[config.mk]
export PLATFORM = sky130hd
export DESIGN_NAME = pmca_macrocell_array
export DESIGN_NICKNAME = d
export VERILOG_FILES = /design/src/pmca_pkg.sv /design/src/pmca_macrocell_array.sv
export VERILOG_INCLUDE_DIRS = /design/src /design/src/src
export SDC_FILE = /design/constraint.sdc
export NUM_CORES = 1
export LEC_CHECK = 0
export ABC_AREA = 1
export BUFFER_PORTS_ARGS = -buffer_cell sky130_fd_sc_hd__buf_2
export CORE_AREA = 2 2 147 163
export DETAILED_ROUTE_END_ITERATION = 8
export DIE_AREA = 0 0 149 165
export GPL_TIMING_DRIVEN = 0
export HOLD_SLACK_MARGIN = 0.08
export PLACE_DENSITY = 0.78
export SLEW_MARGIN = 20
export SYNTH_ARGS = -nofsm -noshare
export SYNTH_HDL_FRONTEND = slang
export SYNTH_SLANG_ARGS = --single-unit
[constraint.sdc]
create_clock -name aclk -period 2.3 [get_ports aclk]
set_input_delay 0.23 -clock aclk [delete_from_list [all_inputs] [get_ports aclk]]
set_output_delay 0.23 -clock aclk [all_outputs]
set_load 0.03 [all_outputs]
[src/pmca_params.svh]
`ifndef PMCA_PARAMS_SVH
`define PMCA_PARAMS_SVH
// ==========================================================
// register offsets (byte addresses)
`define PMCA_OFF_MODE    8'h00
`define PMCA_OFF_CELLS   8'h04
`define PMCA_OFF_FUSE    8'h08
`define PMCA_OFF_PRELOAD 8'h0C
`define PMCA_OFF_VERIFY  8'h10
`define PMCA_OFF_SIG_LO  8'h14
`define PMCA_OFF_SIG_HI  8'h18
`define PMCA_OFF_STATUS  8'h1C
// ==========================================================
// field positions and reset values
`define PMCA_ST_PIN_LSB  8
`define PMCA_ST_SECURE   16
`define PMCA_ST_POR      17
`define PMCA_MREG_RESET  8'h00
`define PMCA_SIG_RESET   64'h0000_0000_0000_0000
`define PMCA_CELLS_RESET 16'h0000
// ==========================================================
// cell positions
`define PMCA_OUTER_LO    0
`define PMCA_OUTER_HI    7
`define PMCA_CENTRE_LO   3
`define PMCA_CENTRE_HI   4
// ==========================================================
// bus answers and timing
`define PMCA_RESP_OKAY   2'b00
`define PMCA_RESP_SLVERR 2'b10
`define PMCA_CLK_NS      10
`define PMCA_POR_NS      1000
`define PMCA_POR_CYC     (`PMCA_POR_NS / `PMCA_CLK_NS)
`endif

[src/pmca_pkg.sv]
package pmca_pkg;
  typedef enum logic [1:0] {
    PMCA_MODE_REG    = 2'b00,
    PMCA_MODE_CPLX   = 2'b01,
    PMCA_MODE_SIMPLE = 2'b11
  } pmca_mode_type;
  typedef enum logic [1:0] {
    PMCA_KIND_REG   = 2'b00,
    PMCA_KIND_IO    = 2'b01,
    PMCA_KIND_OUT   = 2'b11,
    PMCA_KIND_INPUT = 2'b10
  } pmca_kind_type;
endpackage
[src/pmca_macrocell_array.sv]
// Implementation choices: the register offsets and the AXI4-Lite interface to the registers.
`timescale 1ns/100ps
`include "pmca_params.svh"
// Behaviour
// - reset clears registers low, outputs read high
// - preload forces each register high or low
// - secured device refuses verify and preload
// - user signature readable whether secured or not
// - undriven pins read high via pull-ups
// - eight cells, four configuration kinds each
// - one of three architecture modes at once
// - registered mode keeps clock and enable dedicated
// - complex mode feeds pins through outer cells
// - simple mode feeds back via neighbour cells
// - registered cell: pin clock, pin enable, eight terms
// - combinatorial cell: term enable, seven sum terms
// - input cell never drives its pin, except outer cells in complex mode and centre cells in simple mode
// - complex mode: seven terms, term enable
// - simple mode: eight terms, centre always enabled
module pmca_macrocell_array
  import pmca_pkg::*;
#(
  parameter int CELLS  = 8,
  parameter int TERMS  = 8,
  parameter int ADDR_W = 8
) (
  input  wire logic                   aclk,
  input  wire logic                   aresetn,
  input  wire logic [ADDR_W-1:0]      awaddr,
  input  wire logic                   awvalid,
  output logic                        awready,
  input  wire logic [31:0]            wdata,
  input  wire logic [3:0]             wstrb,
  input  wire logic                   wvalid,
  output logic                        wready,
  output logic [1:0]                  bresp,
  output logic                        bvalid,
  input  wire logic                   bready,
  input  wire logic [ADDR_W-1:0]      araddr,
  input  wire logic                   arvalid,
  output logic                        arready,
  output logic [31:0]                 rdata,
  output logic [1:0]                  rresp,
  output logic                        rvalid,
  input  wire logic                   rready,
  input  wire logic [CELLS*TERMS-1:0] product_terms,
  input  wire logic                   clk_pin,
  input  wire logic                   oe_n_pin,
  input  wire logic [CELLS-1:0]       pin_in,
  input  wire logic [CELLS-1:0]       pin_ext_drive,
  output logic [CELLS-1:0]            cell_out,
  output logic [CELLS-1:0]            cell_oe,
  output logic [CELLS-1:0]            feedback
);
  // ==========================================================
  // declarations
  localparam int SYN_W = 2 * CELLS + 2;
  logic [SYN_W-1:0]   sync1;
  logic [SYN_W-1:0]   sync2;
  logic               clk_s;
  logic               clk_prev;
  logic               oe_n_s;
  logic [CELLS-1:0]   pin_s;
  logic [CELLS-1:0]   ext_s;
  logic [CELLS-1:0]   pin_lvl;
  logic [7:0]         por_cnt;
  logic               por_busy;
  logic               clk_rise;
  pmca_mode_type      mode;
  logic [2*CELLS-1:0] cells;
  logic               secure;
  logic [63:0]        sig;
  logic [CELLS-1:0]   mreg;
  logic [CELLS-1:0]   sum;
  logic [CELLS-1:0]   next_out;
  logic [CELLS-1:0]   next_oe;
  logic [CELLS-1:0]   next_fb;
  logic [CELLS-1:0]   reg_mask;
  logic               aw_ok;
  logic               w_ok;
  logic [ADDR_W-1:0]  wa;
  logic [31:0]        wd;
  logic [3:0]         ws;
  logic               wr_do;
  logic               pre_do;

  function automatic logic [31:0] merge(input logic [31:0] old, input logic [31:0] nw,
                                        input logic [3:0] strb);
    logic [31:0] r;
    r = old;
    for (int b = 0; b < 4; b++) begin
      if (strb[b]) begin
        r[b*8 +: 8] = nw[b*8 +: 8];
      end
    end
    return r;
  endfunction

  function automatic pmca_kind_type kind_of(input logic [2*CELLS-1:0] c, input int i);
    return pmca_kind_type'(c[2*i +: 2]);
  endfunction

  // ==========================================================
  // pin synchronisers
  always_ff @(posedge aclk) begin
    sync1 <= {clk_pin, oe_n_pin, pin_in, pin_ext_drive};
    sync2 <= sync1;
  end
  assign {clk_s, oe_n_s, pin_s, ext_s} = sync2;

  always_ff @(posedge aclk) begin
    if (!aresetn) begin
      clk_prev <= 1'b0;
    end else begin
      clk_prev <= clk_s;
    end
  end

  always_comb begin
    for (int i = 0; i < CELLS; i++) begin
      pin_lvl[i] = cell_oe[i] ? cell_out[i] : (ext_s[i] ? pin_s[i] : 1'b1);
    end
  end

  // ==========================================================
  // power-up interval
  // clock edges ignored while busy
  always_ff @(posedge aclk) begin
    if (!aresetn) begin
      por_cnt <= 8'(`PMCA_POR_CYC);
    end else if (por_cnt != '0) begin
      por_cnt <= por_cnt - 8'd1;
    end
  end
  assign por_busy = (por_cnt != '0);
  assign clk_rise = clk_s && !clk_prev && !por_busy;

  // ==========================================================
  // AXI4-Lite write channel
  assign awready = !aw_ok && !bvalid;
  assign wready  = !w_ok && !bvalid;
  assign wr_do   = aw_ok && w_ok && !bvalid;
  assign pre_do  = wr_do && (wa == `PMCA_OFF_PRELOAD) && !secure && ws[0];

  always_ff @(posedge aclk) begin
    if (!aresetn) begin
      aw_ok  <= 1'b0;
      w_ok   <= 1'b0;
      wa     <= '0;
      wd     <= '0;
      ws     <= '0;
      bvalid <= 1'b0;
      bresp  <= `PMCA_RESP_OKAY;
    end else begin
      if (awvalid && awready) begin
        aw_ok <= 1'b1;
        wa    <= awaddr;
      end
      if (wvalid && wready) begin
        w_ok <= 1'b1;
        wd   <= wdata;
        ws   <= wstrb;
      end
      if (wr_do) begin
        aw_ok  <= 1'b0;
        w_ok   <= 1'b0;
        bvalid <= 1'b1;
        unique case (wa)
          `PMCA_OFF_MODE, `PMCA_OFF_CELLS, `PMCA_OFF_FUSE,
          `PMCA_OFF_SIG_LO, `PMCA_OFF_SIG_HI: bresp <= `PMCA_RESP_OKAY;
          `PMCA_OFF_PRELOAD: bresp <= secure ? `PMCA_RESP_SLVERR : `PMCA_RESP_OKAY;
          default: bresp <= `PMCA_RESP_SLVERR;
        endcase
      end else if (bvalid && bready) begin
        bvalid <= 1'b0;
      end
    end
  end

  // ==========================================================
  // configuration registers
  always_ff @(posedge aclk) begin
    if (!aresetn) begin
      mode  <= PMCA_MODE_REG;
      cells <= `PMCA_CELLS_RESET;
      sig   <= `PMCA_SIG_RESET;
    end else if (wr_do) begin
      if (wa == `PMCA_OFF_MODE && ws[0] && wd[1:0] != 2'b10) begin
        mode <= pmca_mode_type'(wd[1:0]);
      end
      if (wa == `PMCA_OFF_CELLS) begin
        cells <= 16'(merge({16'h0000, cells}, wd, ws));
      end
      if (wa == `PMCA_OFF_SIG_LO) begin
        sig[31:0] <= merge(sig[31:0], wd, ws);
      end
      if (wa == `PMCA_OFF_SIG_HI) begin
        sig[63:32] <= merge(sig[63:32], wd, ws);
      end
    end
  end

  // fuse sets once and stays set until reset clears it
  always_ff @(posedge aclk) begin
    if (!aresetn) begin
      secure <= 1'b0;
    end else if (wr_do && wa == `PMCA_OFF_FUSE && ws[0] && wd[0]) begin
      secure <= 1'b1;
    end
  end

  // ==========================================================
  // AXI4-Lite read channel
  assign arready = !rvalid;

  always_ff @(posedge aclk) begin
    if (!aresetn) begin
      rvalid <= 1'b0;
      rdata  <= '0;
      rresp  <= `PMCA_RESP_OKAY;
    end else if (arvalid && arready) begin
      rvalid <= 1'b1;
      rresp  <= `PMCA_RESP_OKAY;
      rdata  <= '0;
      unique case (araddr)
        `PMCA_OFF_MODE:  rdata[1:0] <= mode;
        `PMCA_OFF_CELLS: rdata[2*CELLS-1:0] <= cells;
        `PMCA_OFF_FUSE:  rdata[0] <= secure;
        `PMCA_OFF_VERIFY: begin
          if (secure) begin
            rresp <= `PMCA_RESP_SLVERR;
          end else begin
            rdata <= {14'h0000, mode, cells};
          end
        end
        `PMCA_OFF_PRELOAD: rdata[CELLS-1:0] <= mreg;
        `PMCA_OFF_SIG_LO: rdata <= sig[31:0];
        `PMCA_OFF_SIG_HI: rdata <= sig[63:32];
        `PMCA_OFF_STATUS: begin
          rdata[CELLS-1:0] <= mreg;
          rdata[`PMCA_ST_PIN_LSB +: CELLS] <= pin_lvl;
          rdata[`PMCA_ST_SECURE] <= secure;
          rdata[`PMCA_ST_POR] <= por_busy;
        end
        default: rresp <= `PMCA_RESP_SLVERR;
      endcase
    end else if (rvalid && rready) begin
      rvalid <= 1'b0;
    end
  end

  // ==========================================================
  // macrocell logic
  // eight cells, kind per cell
  always_comb begin
    for (int i = 0; i < CELLS; i++) begin
      logic [TERMS-1:0] pt;
      pt = product_terms[i*TERMS +: TERMS];
      reg_mask[i] = (mode == PMCA_MODE_REG) && (kind_of(cells, i) == PMCA_KIND_REG);
      sum[i] = |pt;
      next_oe[i] = 1'b0;
      next_out[i] = |pt;
      unique case (mode)
        PMCA_MODE_REG: begin
          if (reg_mask[i]) begin
            // eight terms, pin enable, inverted register out
            next_out[i] = ~mreg[i];
            next_oe[i] = !oe_n_s;
          end else begin
            next_out[i] = |pt[TERMS-1:1];
            next_oe[i] = pt[0] && (kind_of(cells, i) != PMCA_KIND_INPUT);
          end
        end
        PMCA_MODE_CPLX: begin
          next_out[i] = |pt[TERMS-1:1];
          next_oe[i] = pt[0] && ((kind_of(cells, i) != PMCA_KIND_INPUT)
                       || i == `PMCA_OUTER_LO || i == `PMCA_OUTER_HI);
        end
        PMCA_MODE_SIMPLE: begin
          // no term enable, centre cells forced on
          next_oe[i] = (kind_of(cells, i) != PMCA_KIND_INPUT)
                       || i == `PMCA_CENTRE_LO || i == `PMCA_CENTRE_HI;
        end
        default: next_oe[i] = 1'b0;
      endcase
    end
  end

  // feedback routing into the array
  always_comb begin
    next_fb = pin_lvl;
    unique case (mode)
      PMCA_MODE_REG: begin
        // clock and enable pins never reach the array
        for (int i = 0; i < CELLS; i++) begin
          if (reg_mask[i]) begin
            next_fb[i] = mreg[i];
          end
        end
      end
      PMCA_MODE_CPLX: begin
        next_fb[`PMCA_OUTER_LO] = oe_n_s;
        next_fb[`PMCA_OUTER_HI] = clk_s;
      end
      PMCA_MODE_SIMPLE: begin
        // neighbour routing, outer cells carry enable and clock instead
        next_fb[`PMCA_OUTER_LO] = oe_n_s;
        next_fb[`PMCA_OUTER_HI] = clk_s;
        for (int i = 1; i < `PMCA_CENTRE_HI; i++) begin
          next_fb[i] = pin_lvl[i-1];
        end
        for (int i = `PMCA_CENTRE_HI; i < `PMCA_OUTER_HI; i++) begin
          next_fb[i] = pin_lvl[i+1];
        end
      end
      default: next_fb = pin_lvl;
    endcase
  end

  always_ff @(posedge aclk) begin
    if (!aresetn) begin
      mreg <= `PMCA_MREG_RESET;
    end else if (pre_do) begin
      mreg <= wd[CELLS-1:0];
    end else if (clk_rise) begin
      mreg <= (mreg & ~reg_mask) | (sum & reg_mask);
    end
  end

  always_ff @(posedge aclk) begin
    if (!aresetn) begin
      cell_out <= '0;
      cell_oe  <= '0;
      feedback <= '0;
    end else begin
      cell_out <= next_out;
      cell_oe  <= next_oe;
      feedback <= next_fb;
    end
  end
endmodule

==> summary.txt, run 1 <==
Yosys
  • YS warnings: 0
  • Ys async rst share: 0
  • Top_reg_cell synth: dfxtp_1
  • Yosys top cell area share: 0.4763
  • Synth area leader: dfxtp_1
  • Yosys cell types: 45
  • Cells after Synth: 1418
  • Post-Syn Area: 10170 um2
  • Post-synth EDFFs: 0
  • Syn_area_per_cell: 7.173 um2
  • Largest cells by area after synthesis: dfxtp_1, nor2_1, o21ai_0
  • Synth Register Bits: ~240
  • Seq/Total Area, Yosys: 0.4763

Clock tree
  • Post-CTS setup buffers: 0
  • Number of clock sinks: ~240
  • CTS buffer count: 25
  • H-tree Lvls: 1
  • CTS root buf: clkbuf_16
  • Clock latency of the later-clocked register in the worst-skew pair: 0.53 ns
  • Clock Path Buffers: 3
  • Clk pin slew, worst setup/hold paths: ~0.070 ns
  • TritonCTS clock tree: done

Setup path
  • R2r setup slk: 0.15 ns
  • CP endpoint kind: flip-flop
  • Worst R2R Start: mode[1]
  • Worst Setup Path Type: flip-flop to flip-flop
  • Critical Path Fanout Max: 10
  • WP data required: 2.77 ns
  • R2R depth: 9
  • Reg2reg end: cell_oe[4]
  • CP Capture Point: cell_oe[4]
  • Critical Path AT: 2.62 ns
  • Crit path from: mode[1]
  • Worst setup SP type: flip-flop

Timing
  • Final Setup Violations: 0
  • Final Hold Viols: 0
  • Min cycle time layout: ~2.1 ns
  • Clock Skews: 0.01469 ns
  • Worst Max-Slew Pin Slew: 0.9043 ns
  • Worst slew margin: 0.3971
  • Crit share post-route: 0.9336
  • Setup tns final: 0 ns
  • Fin. max-slew vios: 0
  • Post-route setup slack: 0.1527 ns
  • RSZ-0062 raised after global routing: false
  • FMAX: 465.7 MHz

Power and ir drop
  • Peak supply drop: ~0.00059 V
  • Logic pwr share: 0.101
  • Sequential power share: 0.478
  • Switch Pwr: 2.436 mW
  • Clock power share: 0.421
  • Cell leakage power: 5.934 nW
  • Pwr/cell area: 718.1 nW/um2
  • Internal cell power: 6.949 mW
  • Total Power: ~9.4 mW
  • Switching share of power: 0.2596

Global route
  • Gr usage total: 0.2522
  • Initial antenna violation count: 0
  • Total gr overflow: 0
  • First-pass GRT wire length: 48970 um
  • Largest net degree at the start of global routing: 17
  • Vias in the first global route: just under 10000

Cells and area
  • Reg area: between 4000 and 5000 um2
  • Antenna fix cells: 0
  • Most frequent cells in the layout: nor2_1, dfxtp_1, nand2_1, buf_2, inv_1
  • # fillers: 2155
  • Fin nets: 1865
  • Multi-input gate area: roughly 4400 um2
  • Finished Layout Cells: 2034
  • Commonest non-fill, non-tap cell in the layout: nor2_1
  • Synthesis-to-finish area growth: 28.50%
  • Share of cells above drive strength 1: 0.1719

Die
  • Initial core utilization: 0.4464
  • Io pins: just over 200
  • Die area: 24590 um2
  • Die Width: 149 um
  • Row count: 58
  • Core area: 22790 um2
  • Chip Height: 165 um

Placed design
  • Placed Cells: 1921
  • RD Place Congestion: 0.9895
  • DP Worst Slack: 0.1108 ns
  • Half-perimeter wire length after placement: 23160 um
  • # port buffers: 202

Routing
  • DRC viols: 0
  • Vias per cell: 5.160
  • Routed WL: 31860 um
  • Drt initial violations: 980
  • Routed len/inst: 15.66 um
  • DR pass1 iterations: 8
  • Remaining antenna violation count: 0
  • Routed via count: 10496

Flow run
  • Max cap viols: 0

Run status
  • Run status: finished, final reports clean

Worst hold path
  • Worst min path class: input port to flip-flop
[synth_stat cells (3+ instances only)]
| cell type | n |
|---|---|
| nand3b_1 | 9 |
| or2_2 | 4 |
| inv_1 | 172 |
| nand2_1 | 219 |
| nor2_2 | 8 |
| nand4_1 | 3 |
| a31oi_1 | 4 |
| buf_4 | 7 |
| a22oi_1 | 4 |
| clkbuf_1 | 37 |
| o211ai_1 | 7 |
| o22ai_1 | 17 |
| nor2_4 | 6 |
| nand2_2 | 5 |
| nor2_1 | 248 |
| nor3b_1 | 3 |
| buf_2 | 15 |
| ha_1 | 6 |
| nand3_1 | 79 |
| nor3_1 | 11 |
| a21oi_1 | 115 |
| inv_2 | 3 |
| dfxtp_1 | 242 |
| o21ai_0 | 167 |
[worst min-delay path by stage]
| stage | from | to | slack [ns] | depth (start not counted) |
|---|---|---|---|---|
| after detailed placement | sync1[5] | sync2[5] | 0.31 | 0 |
| after global placement | sync1[8] | sync2[8] | 0.31 | 0 |
| final | product_terms[16] | cell_out[2] | 0.13 | 6 |
| after floorplan | pin_ext_drive[0] | sync1[0] | 0.26 | 0 |
| after global routing | product_terms[16] | cell_oe[2] | 0.15 | 5 |
| after CTS | product_terms[7] | cell_out[0] | 0.11 | 7 |
[logic make-up (layout without fill, tap and decap cells)]
group,after synthesis,count (layout),share of synthesized area
adders and majority gates,6,6,0.007381
xor gates and xnor gates,4,4,0.003445
DFF,242,242,0.4763
AOI/OAI and AO/OA,326,326,0.1691
buffers and inverters,238,553,0.09300
other,1,2,0.0003687
and+or+nand+nor,601,601,0.2503
[layer usage]
layer | global-route usage | wire length, um | vias to the layer above | share of wire
li1 | - | - | 5159 | -
met1 | 0.3292 | 13280 | 4727 | 0.42
met2 | 0.4145 | 14480 | 503 | 0.45
met3 | 0.04530 | 2878 | 107 | 0.090
met4 | 0.1004 | 1216 | 0 | 0.038
met5 | 0 | 0 | - | 0
[critical path, cell delays in order, from the launching register on]
cell and delay, ns:
dfxtp_1 0.40, inv_1 0.20, ha_1 0.29, clkbuf_2 0.32
inv_1 0.18, o21ai_0 0.33, a31oi_1 0.12, o21ai_0 0.10
nand2_1 0.08, inv_1 0.07
[power groups by stage]
stage	Sequential, mW	Clock (mW)	Combinational [mW]
4_1_cts	4.48	4.01	0.935
5_1_grt	4.50	4.18	1.05
6_report	4.49	3.95	0.950
3_5_place_dp	4.57	0	0.839
2_1_floorplan	4.61	0	0.446
3_3_place_gp	4.57	0	0.824
[sequential cells by signal, summed over array words and instances, names as in the netlist, 2 cells and up, named ones only]
register	flops
sig	64
wa	8
rdata	32
sync2	18
wd	32
cells	16
mode	2
ws	4
cell_out	8
feedback	8
sync1	18
por_cnt	8
cell_oe	8
[area by class of cell]
type | instances | area share
flip-flops and latches | 242 | 0.3707
multi-input cells | 939 | 0.3358
repair buffers | 272 | 0.1310
clock buffers | 30 | 0.05160
inverters | 176 | 0.05055
well taps | 300 | 0.02872
plain buffers | 62 | 0.02192
clock inverters | 13 | 0.009764
[through the flow]
step / hold slack, ns / cell area, um2 / util
after detailed placement: 0.3121 / 11560 / 0.5074
after global routing: 0.1543 / 13070 / 0.5736
final: 0.1277 / 13070 / 0.5736
after CTS: 0.1133 / 13060 / 0.5733
after floorplan: 0.2577 / 10170 / -
after global placement: 0.3103 / 11560 / 0.5074
[what timing repair did]
action	in CTS	in global routing
endpoints found under the hold margin	69	0
hold buffers	70	0
endpoints found under the setup margin	0	2
gates resized for setup	0	3
Note: power is estimated with default switching activity, not from simulation.
==> run 2: changes to the inputs <==
--- a/config.mk
+++ b/config.mk
@@ -6,14 +6,16 @@
 export SDC_FILE = /design/constraint.sdc
 export NUM_CORES = 1
 export LEC_CHECK = 0
-export ABC_AREA = 1
+export ABC_AREA = 0
 export BUFFER_PORTS_ARGS = -buffer_cell sky130_fd_sc_hd__buf_2
 export CORE_AREA = 2 2 147 163
+export CTS_BUF_LIST = sky130_fd_sc_hd__clkbuf_4 sky130_fd_sc_hd__clkbuf_8
 export DETAILED_ROUTE_END_ITERATION = 8
 export DIE_AREA = 0 0 149 165
 export GPL_TIMING_DRIVEN = 0
 export HOLD_SLACK_MARGIN = 0.08
 export PLACE_DENSITY = 0.78
+export SETUP_SLACK_MARGIN = 0.15
 export SLEW_MARGIN = 20
 export SYNTH_ARGS = -nofsm -noshare
 export SYNTH_HDL_FRONTEND = slang
==> run 2 against run 1 <==
Net effect: synthesized area about the same; power down 2.1%; clock power down 3%; routed wire length up 1.7%.
==> summary.txt, run 2 <==
Run status
  • Run status: finished, final reports clean

Setup path
  • Crit-path slowest cell: or4_4
  • CP endpoint kind: flip-flop
  • WP buf/inv: 1
  • Crit-path max cell delay: 0.56 ns
  • Worst setup SP type: flip-flop
  • Crit path top cell by count: or4_4
  • Worst-path cell chain: or4_4, buf_12, or4_4, or3_4, a211oi_2
  • Critical Path AT: 2.63 ns
  • Cell family with most CP delay: simple AND/OR/NAND/NOR gates
  • Critical Path Fanout Max: 5
  • WP data required: about 2.8 ns
  • R2r setup slk: roughly 0.13 ns
  • Worst Setup Path Type: flip-flop to flip-flop

Global route
  • Initial antenna violation count: 0
  • Total gr overflow: 0
  • Vias in the first global route: approximately 9500
  • Largest net degree at the start of global routing: 11
  • Gr usage total: 0.2565
  • First-pass GRT wire length: 49780 um

Placed design
  • # port buffers: roughly 200
  • Half-perimeter wire length after placement: between 20000 and 25000 um
  • RD Place Congestion: 0.9333
  • Placed Cells: approximately 1600

Cells and area
  • Finished Layout Cells: about 1800
  • Fin nets: 1593
  • Most frequent cells in the layout: dfxtp_1, buf_2, nand2_1, nor2_1, mux2i_1
  • Max reg flops: 64
  • Commonest non-fill, non-tap cell in the layout: dfxtp_1
  • Top reg by flops: sig
  • Biggest registers after layout: sig (64), rdata (32), wd (32)
  • Final core utilization: 0.5952
  • Synthesis-to-finish area growth: 33.25%
  • Share of cells above drive strength 1: 0.2534

Power and ir drop
  • Switch Pwr: 2.341 mW
  • Cell leakage power: ~5.2 nW
  • Internal cell power: 6.849 mW
  • Pwr/cell area: 677.6 nW/um2
  • Logic pwr share: 0.101
  • Peak supply drop: ~0.00044 V
  • Switching share of power: 0.2547
  • Sequential power share: 0.482
  • Clock power share: 0.417

Yosys
  • Synth area leader: dfxtp_1
  • YS warnings: 0
  • Top post-synthesis cells by count: dfxtp_1, nand2_1, nor2_1
  • Yosys cell types: 68
  • Ys async rst share: 0
  • Synth Register Bits: about 240
  • Post-Syn Area: 10180 um2
  • Largest cells by area after synthesis: dfxtp_1, mux2i_1, nand2_1
  • Most numerous cell in the Yosys netlist: dfxtp_1
  • Yosys top cell area share: 0.4760
  • Top_reg_cell synth: dfxtp_1
  • Post-synth EDFFs: 0
  • Syn_area_per_cell: between 9 and 10 um2
  • Cells after Synth: 1113
  • Seq/Total Area, Yosys: 0.4760

Timing
  • FMAX: ~460 MHz
  • Min cycle time layout: 2.173 ns
  • Fin Hold WS: 0.1229 ns
  • Fin. max-slew vios: 0
  • Clock Skews: 0.02482 ns
  • Setup tns final: 0 ns
  • Crit share post-route: 0.9446
  • Worst Max-Slew Pin Slew: 1.030 ns
  • RSZ-0062 raised after global routing: true
  • Worst slew margin: 0.3135
  • Final Setup Violations: 0
  • Final Hold Viols: 0

Clock tree
  • CTS buffer count: 39
  • Number of clock sinks: 242
  • CTS root buf: clkbuf_8
  • H-tree Lvls: 2
  • TritonCTS clock tree: done
  • Clock latency of the later-clocked register in the worst-skew pair: 0.54 ns
  • Clk pin slew, worst setup/hold paths: 0.06 ns
  • Clock Path Buffers: 3

Die
  • Die area: between 20000 and 25000 um2
  • Core area: 22790 um2
  • Initial core utilization: 0.4467
  • Row count: 58
  • Chip Height: around 170 um
  • Io pins: 206
  • Die Width: about 150 um

Routing
  • Routed WL: 32410 um
  • Vias per cell: 5.517
  • Routed via count: 9781
  • Routed len/inst: 18.28 um
  • DR pass1 iterations: 7
  • Remaining antenna violation count: 0
  • Drt initial violations: between 800 and 900
  • DRC viols: 0

Worst hold path
  • Worst min path class: input port to flip-flop

Flow run
  • Max cap viols: 0
-- run 2: what timing repair did --
item | 4_1_cts | 5_1_grt
endpoints found under the hold margin | 68 | 0
setup buffers | 15 | 5
endpoints found under the setup margin | 102 | 64
gates resized for setup | 22 | 39
hold buffers | 68 | 0
pin swaps | 8 | 7
-- run 2: per-stage QoR --
step                area, um2  worst slack, ns  total power, mW
finish                  13560           0.1273            9.190
global route            13560          0.08017            9.535
CTS                     13360           0.1032            9.202
detailed placement      11570          -0.2849            5.302
global placement        11570          -0.2707            5.284
floorplan               10180           0.1550            4.955
-- run 2: final timing paths --
path              cells past startpoint           to         startpoint
hold / removal                        4  cell_out[5]  product_terms[40]
setup / recovery                      5      mode[1]              wa[1]
setup reg to reg                      5      mode[1]              wa[1]
hold reg to reg                       0    sync2[12]          sync1[12]
-- run 2: layout make-up --
type / count / area [um2]
antenna: 1 / 2.502
buffer: 70 / 335.3
clock buffer: 56 / 726.9
clock inverter: 11 / 86.33
fill: 1975 / 9224
inverter: 23 / 86.33
multi-input combinational: 779 / 5126
sequential: 242 / 4850
tap: 300 / 375.4
timing repair buffer: 291 / 1974
-- run 2: metal layers --
layer / track usage / up-vias / wire (um)
li1: - / 4637 / -
met1: 0.3156 / 4607 / 13120
met2: 0.4472 / 453 / 15740
met3: 0.05028 / 84 / 2609
met4: 0.09004 / 0 / 937
met5: 0 / - / 0
-- run 2: cell families (layout without fill, tap and decap cells) --
logic type / Yosys count / count (layout) / synth area share
fa+ha+maj: 6 / 6 / 0.007375
simple gates: 433 / 433 / 0.2205
flops: 242 / 242 / 0.4760
xor+xnor: 4 / 4 / 0.003443
buf+inv: 93 / 451 / 0.03786
other cells: 1 / 3 / 0.0003684
mux: 91 / 91 / 0.09023
compound gates: 243 / 243 / 0.1642
-- run 2: power groups by stage --
stage	Clock [mW]	Combinational [mW]	Sequential, mW
floorplan	0	0.434	4.52
global placement	0	0.774	4.51
detailed placement	0	0.785	4.52
CTS	3.88	0.899	4.42
global route	4.09	1.00	4.44
finish	3.83	0.931	4.43
-- run 2: worst min-delay path: cells and delay by family --
kind / cells / cell delay, ns
AOI/OAI and AO/OA: 2 / 0.25
buffers and inverters: 1 / 0.09
and+or+nand+nor: 1 / 0.05
==> run 3: changes to the inputs <==
--- a/config.mk
+++ b/config.mk
@@ -10,11 +10,13 @@
 export BUFFER_PORTS_ARGS = -buffer_cell sky130_fd_sc_hd__buf_2
 export CORE_AREA = 2 2 147 163
 export CTS_BUF_LIST = sky130_fd_sc_hd__clkbuf_4 sky130_fd_sc_hd__clkbuf_8
+export CTS_CLUSTER_SIZE = 25
 export DETAILED_ROUTE_END_ITERATION = 8
 export DIE_AREA = 0 0 149 165
 export GPL_TIMING_DRIVEN = 0
 export HOLD_SLACK_MARGIN = 0.08
 export PLACE_DENSITY = 0.78
+export RECOVER_POWER = 50
 export SETUP_SLACK_MARGIN = 0.15
 export SLEW_MARGIN = 20
 export SYNTH_ARGS = -nofsm -noshare
==> run 3 against run 2 <==
Net effect: sequential share of layout area increased by 0.25 points; first-iteration DRC count decreased by 1.6%; maximum frequency decreased by 2.0%; routed wire length increased by 0.20%; clock-buffer cell count unchanged; via count decreased by 0.15%; clock skew decreased by 0.0024 ns; combinational power decreased by 1%; register-to-register slack got worse by 0.04 ns; clock power about the same; cell count unchanged; critical path type unchanged; largest power group unchanged.
==> summary.txt, run 3 (synthesis gave the netlist of run 2 again) <==
Worst hold path
  • Worst min path class: input port to flip-flop

Routing
  • DR pass1 iterations: 5
  • DRC viols: 0
  • Remaining antenna violation count: 0
  • Routed WL: about 32000 um
  • Routed via count: 9766
  • Drt initial violations: 806
  • Routed len/inst: approximately 18 um
  • Vias per cell: 5.508

Global route
  • Largest net degree at the start of global routing: 11
  • Gr usage total: 0.2565
  • Initial antenna violation count: 0
  • Vias in the first global route: 9482
  • First-pass GRT wire length: 49780 um
  • Total gr overflow: 0

Setup path
  • Worst Setup Path Type: flip-flop to flip-flop
  • CP endpoint kind: flip-flop
  • Critical Path AT: 2.63 ns
  • Critical Path Fanout Max: 10
  • Worst setup SP type: flip-flop
  • WP data required: 2.72 ns

Clock tree
  • Number of clock sinks: ~240
  • CTS root buf: clkbuf_8
  • Clk pin slew, worst setup/hold paths: around 0.060 ns
  • Clock Path Buffers: 3
  • Clock latency of the later-clocked register in the worst-skew pair: around 0.54 ns
  • CTS buffer count: 39
  • TritonCTS clock tree: done
  • H-tree Lvls: 2

Cells and area
  • Finished Layout Cells: ~1800
  • Top reg by flops: sig
  • Commonest non-fill, non-tap cell in the layout: dfxtp_1
  • Max reg flops: 64
  • Most frequent cells in the layout: dfxtp_1, nand2_1, buf_2, nor2_1, clkbuf_1
  • Biggest registers after layout: sig (64), rdata (32), wd (32)
  • Share of cells above drive strength 1: 0.2072
  • Multi-input gate area: 5111 um2
  • # fillers: 2006
  • Synthesis-to-finish area growth: 32.29%
  • Fin nets: approximately 1600
  • Reg area: ~4800 um2

Timing
  • Worst slew margin: 0.3605
  • Fin Hold WS: 0.1214 ns
  • Min cycle time layout: 2.216 ns
  • FMAX: 451.3 MHz
  • Clock Skews: 0.02247 ns
  • Final Hold Viols: 0
  • RSZ-0062 raised after global routing: true
  • Worst Max-Slew Pin Slew: 0.9592 ns
  • Post-route setup slack: 0.08400 ns
  • Crit share post-route: 0.9635
  • Fin. max-slew vios: 0
  • Final Setup Violations: 0

Placed design
  • DP Worst Slack: -0.2849 ns
  • RD Place Congestion: 0.9333
  • Half-perimeter wire length after placement: 23220 um
  • Placed Cells: 1617
  • # port buffers: 203

Power and ir drop
  • Internal cell power: 6.841 mW
  • Logic pwr share: 0.100
  • Cell leakage power: 4.936 nW
  • Pwr/cell area: 681.9 nW/um2
  • Switch Pwr: 2.341 mW
  • Sequential power share: 0.482
  • Peak supply drop: 0.0004377 V
  • Switching share of power: 0.2549
  • Clock power share: 0.417

Run status
  • Run status: finished, final reports clean

Die
  • Die Width: 149 um
  • Chip Height: between 150 and 200 um
  • Initial core utilization: 0.4467
  • Row count: 58
  • Core area: around 23000 um2
  • Io pins: 206
  • Die area: 24590 um2

Flow run
  • Max cap viols: 0
## run 3: path summary, 6_finish.rpt
path | from | endpoint | slack (ns) | depth (start not counted)
setup / recovery | mode[0] | flip-flop | 0.08 | 7
hold / removal | product_terms[40] | cell_out[5] | 0.12 | 4
setup reg to reg | mode[0] | flip-flop | 0.08 | 7
hold reg to reg | sync1[12] | sync2[12] | 0.32 | 0
## run 3: metrics by stage
| stage | TNS [ns] | cell area, um2 | util | total power, mW |
|---|---|---|---|---|
| final | 0 | 13470 | 0.5909 | 9.181 |
| after global placement | -5.033 | 11570 | 0.5079 | 5.284 |
| after floorplan | 0 | 10180 | - | 4.955 |
| after CTS | 0 | 13360 | 0.5864 | 9.202 |
| after global routing | 0 | 13460 | 0.5908 | 9.526 |
| after detailed placement | -5.573 | 11570 | 0.5079 | 5.302 |
## run 3: cell type report
class | count | area share
diodes | 1 | 0.0001858
plain buffers | 70 | 0.02472
clock buffers | 56 | 0.05399
clock inverters | 11 | 0.006411
inverters | 23 | 0.006411
multi-input cells | 779 | 0.3796
flip-flops and latches | 242 | 0.3601
well taps | 300 | 0.02788
repair buffers | 291 | 0.1408
## run 3: repair_timing
item,4_1_cts,5_1_grt
setup buffers,15,5
endpoints found under the setup margin,102,64
resized for setup,22,39
hold endpoints to repair,68,0
hold buffers,68,0
pin swaps,8,7
## run 3: critical path, cell delays in order, from the launching register on
cell	delay (ns)
dfxtp_1	0.38
inv_1	0.16
ha_4	0.19
buf_6	0.14
or3b_2	0.52
nor4_2	0.31
mux2i_1	0.28
o2bb2ai_1	0.11
## run 3: power groups by stage
stage | clock, mW | sequential (mW) | combinational (mW)
global route | 4.09 | 4.44 | 0.993
detailed placement | 0 | 4.52 | 0.785
floorplan | 0 | 4.52 | 0.434
global placement | 0 | 4.51 | 0.774
finish | 3.83 | 4.43 | 0.920
CTS | 3.88 | 4.42 | 0.899
## run 3: routing by layer
metal | wire length (um) | GRT usage
met5 | 0 | 0
met4 | 929 | 0.09004
met3 | 2581 | 0.05028
met2 | 15730 | 0.4472
met1 | 13240 | 0.3156
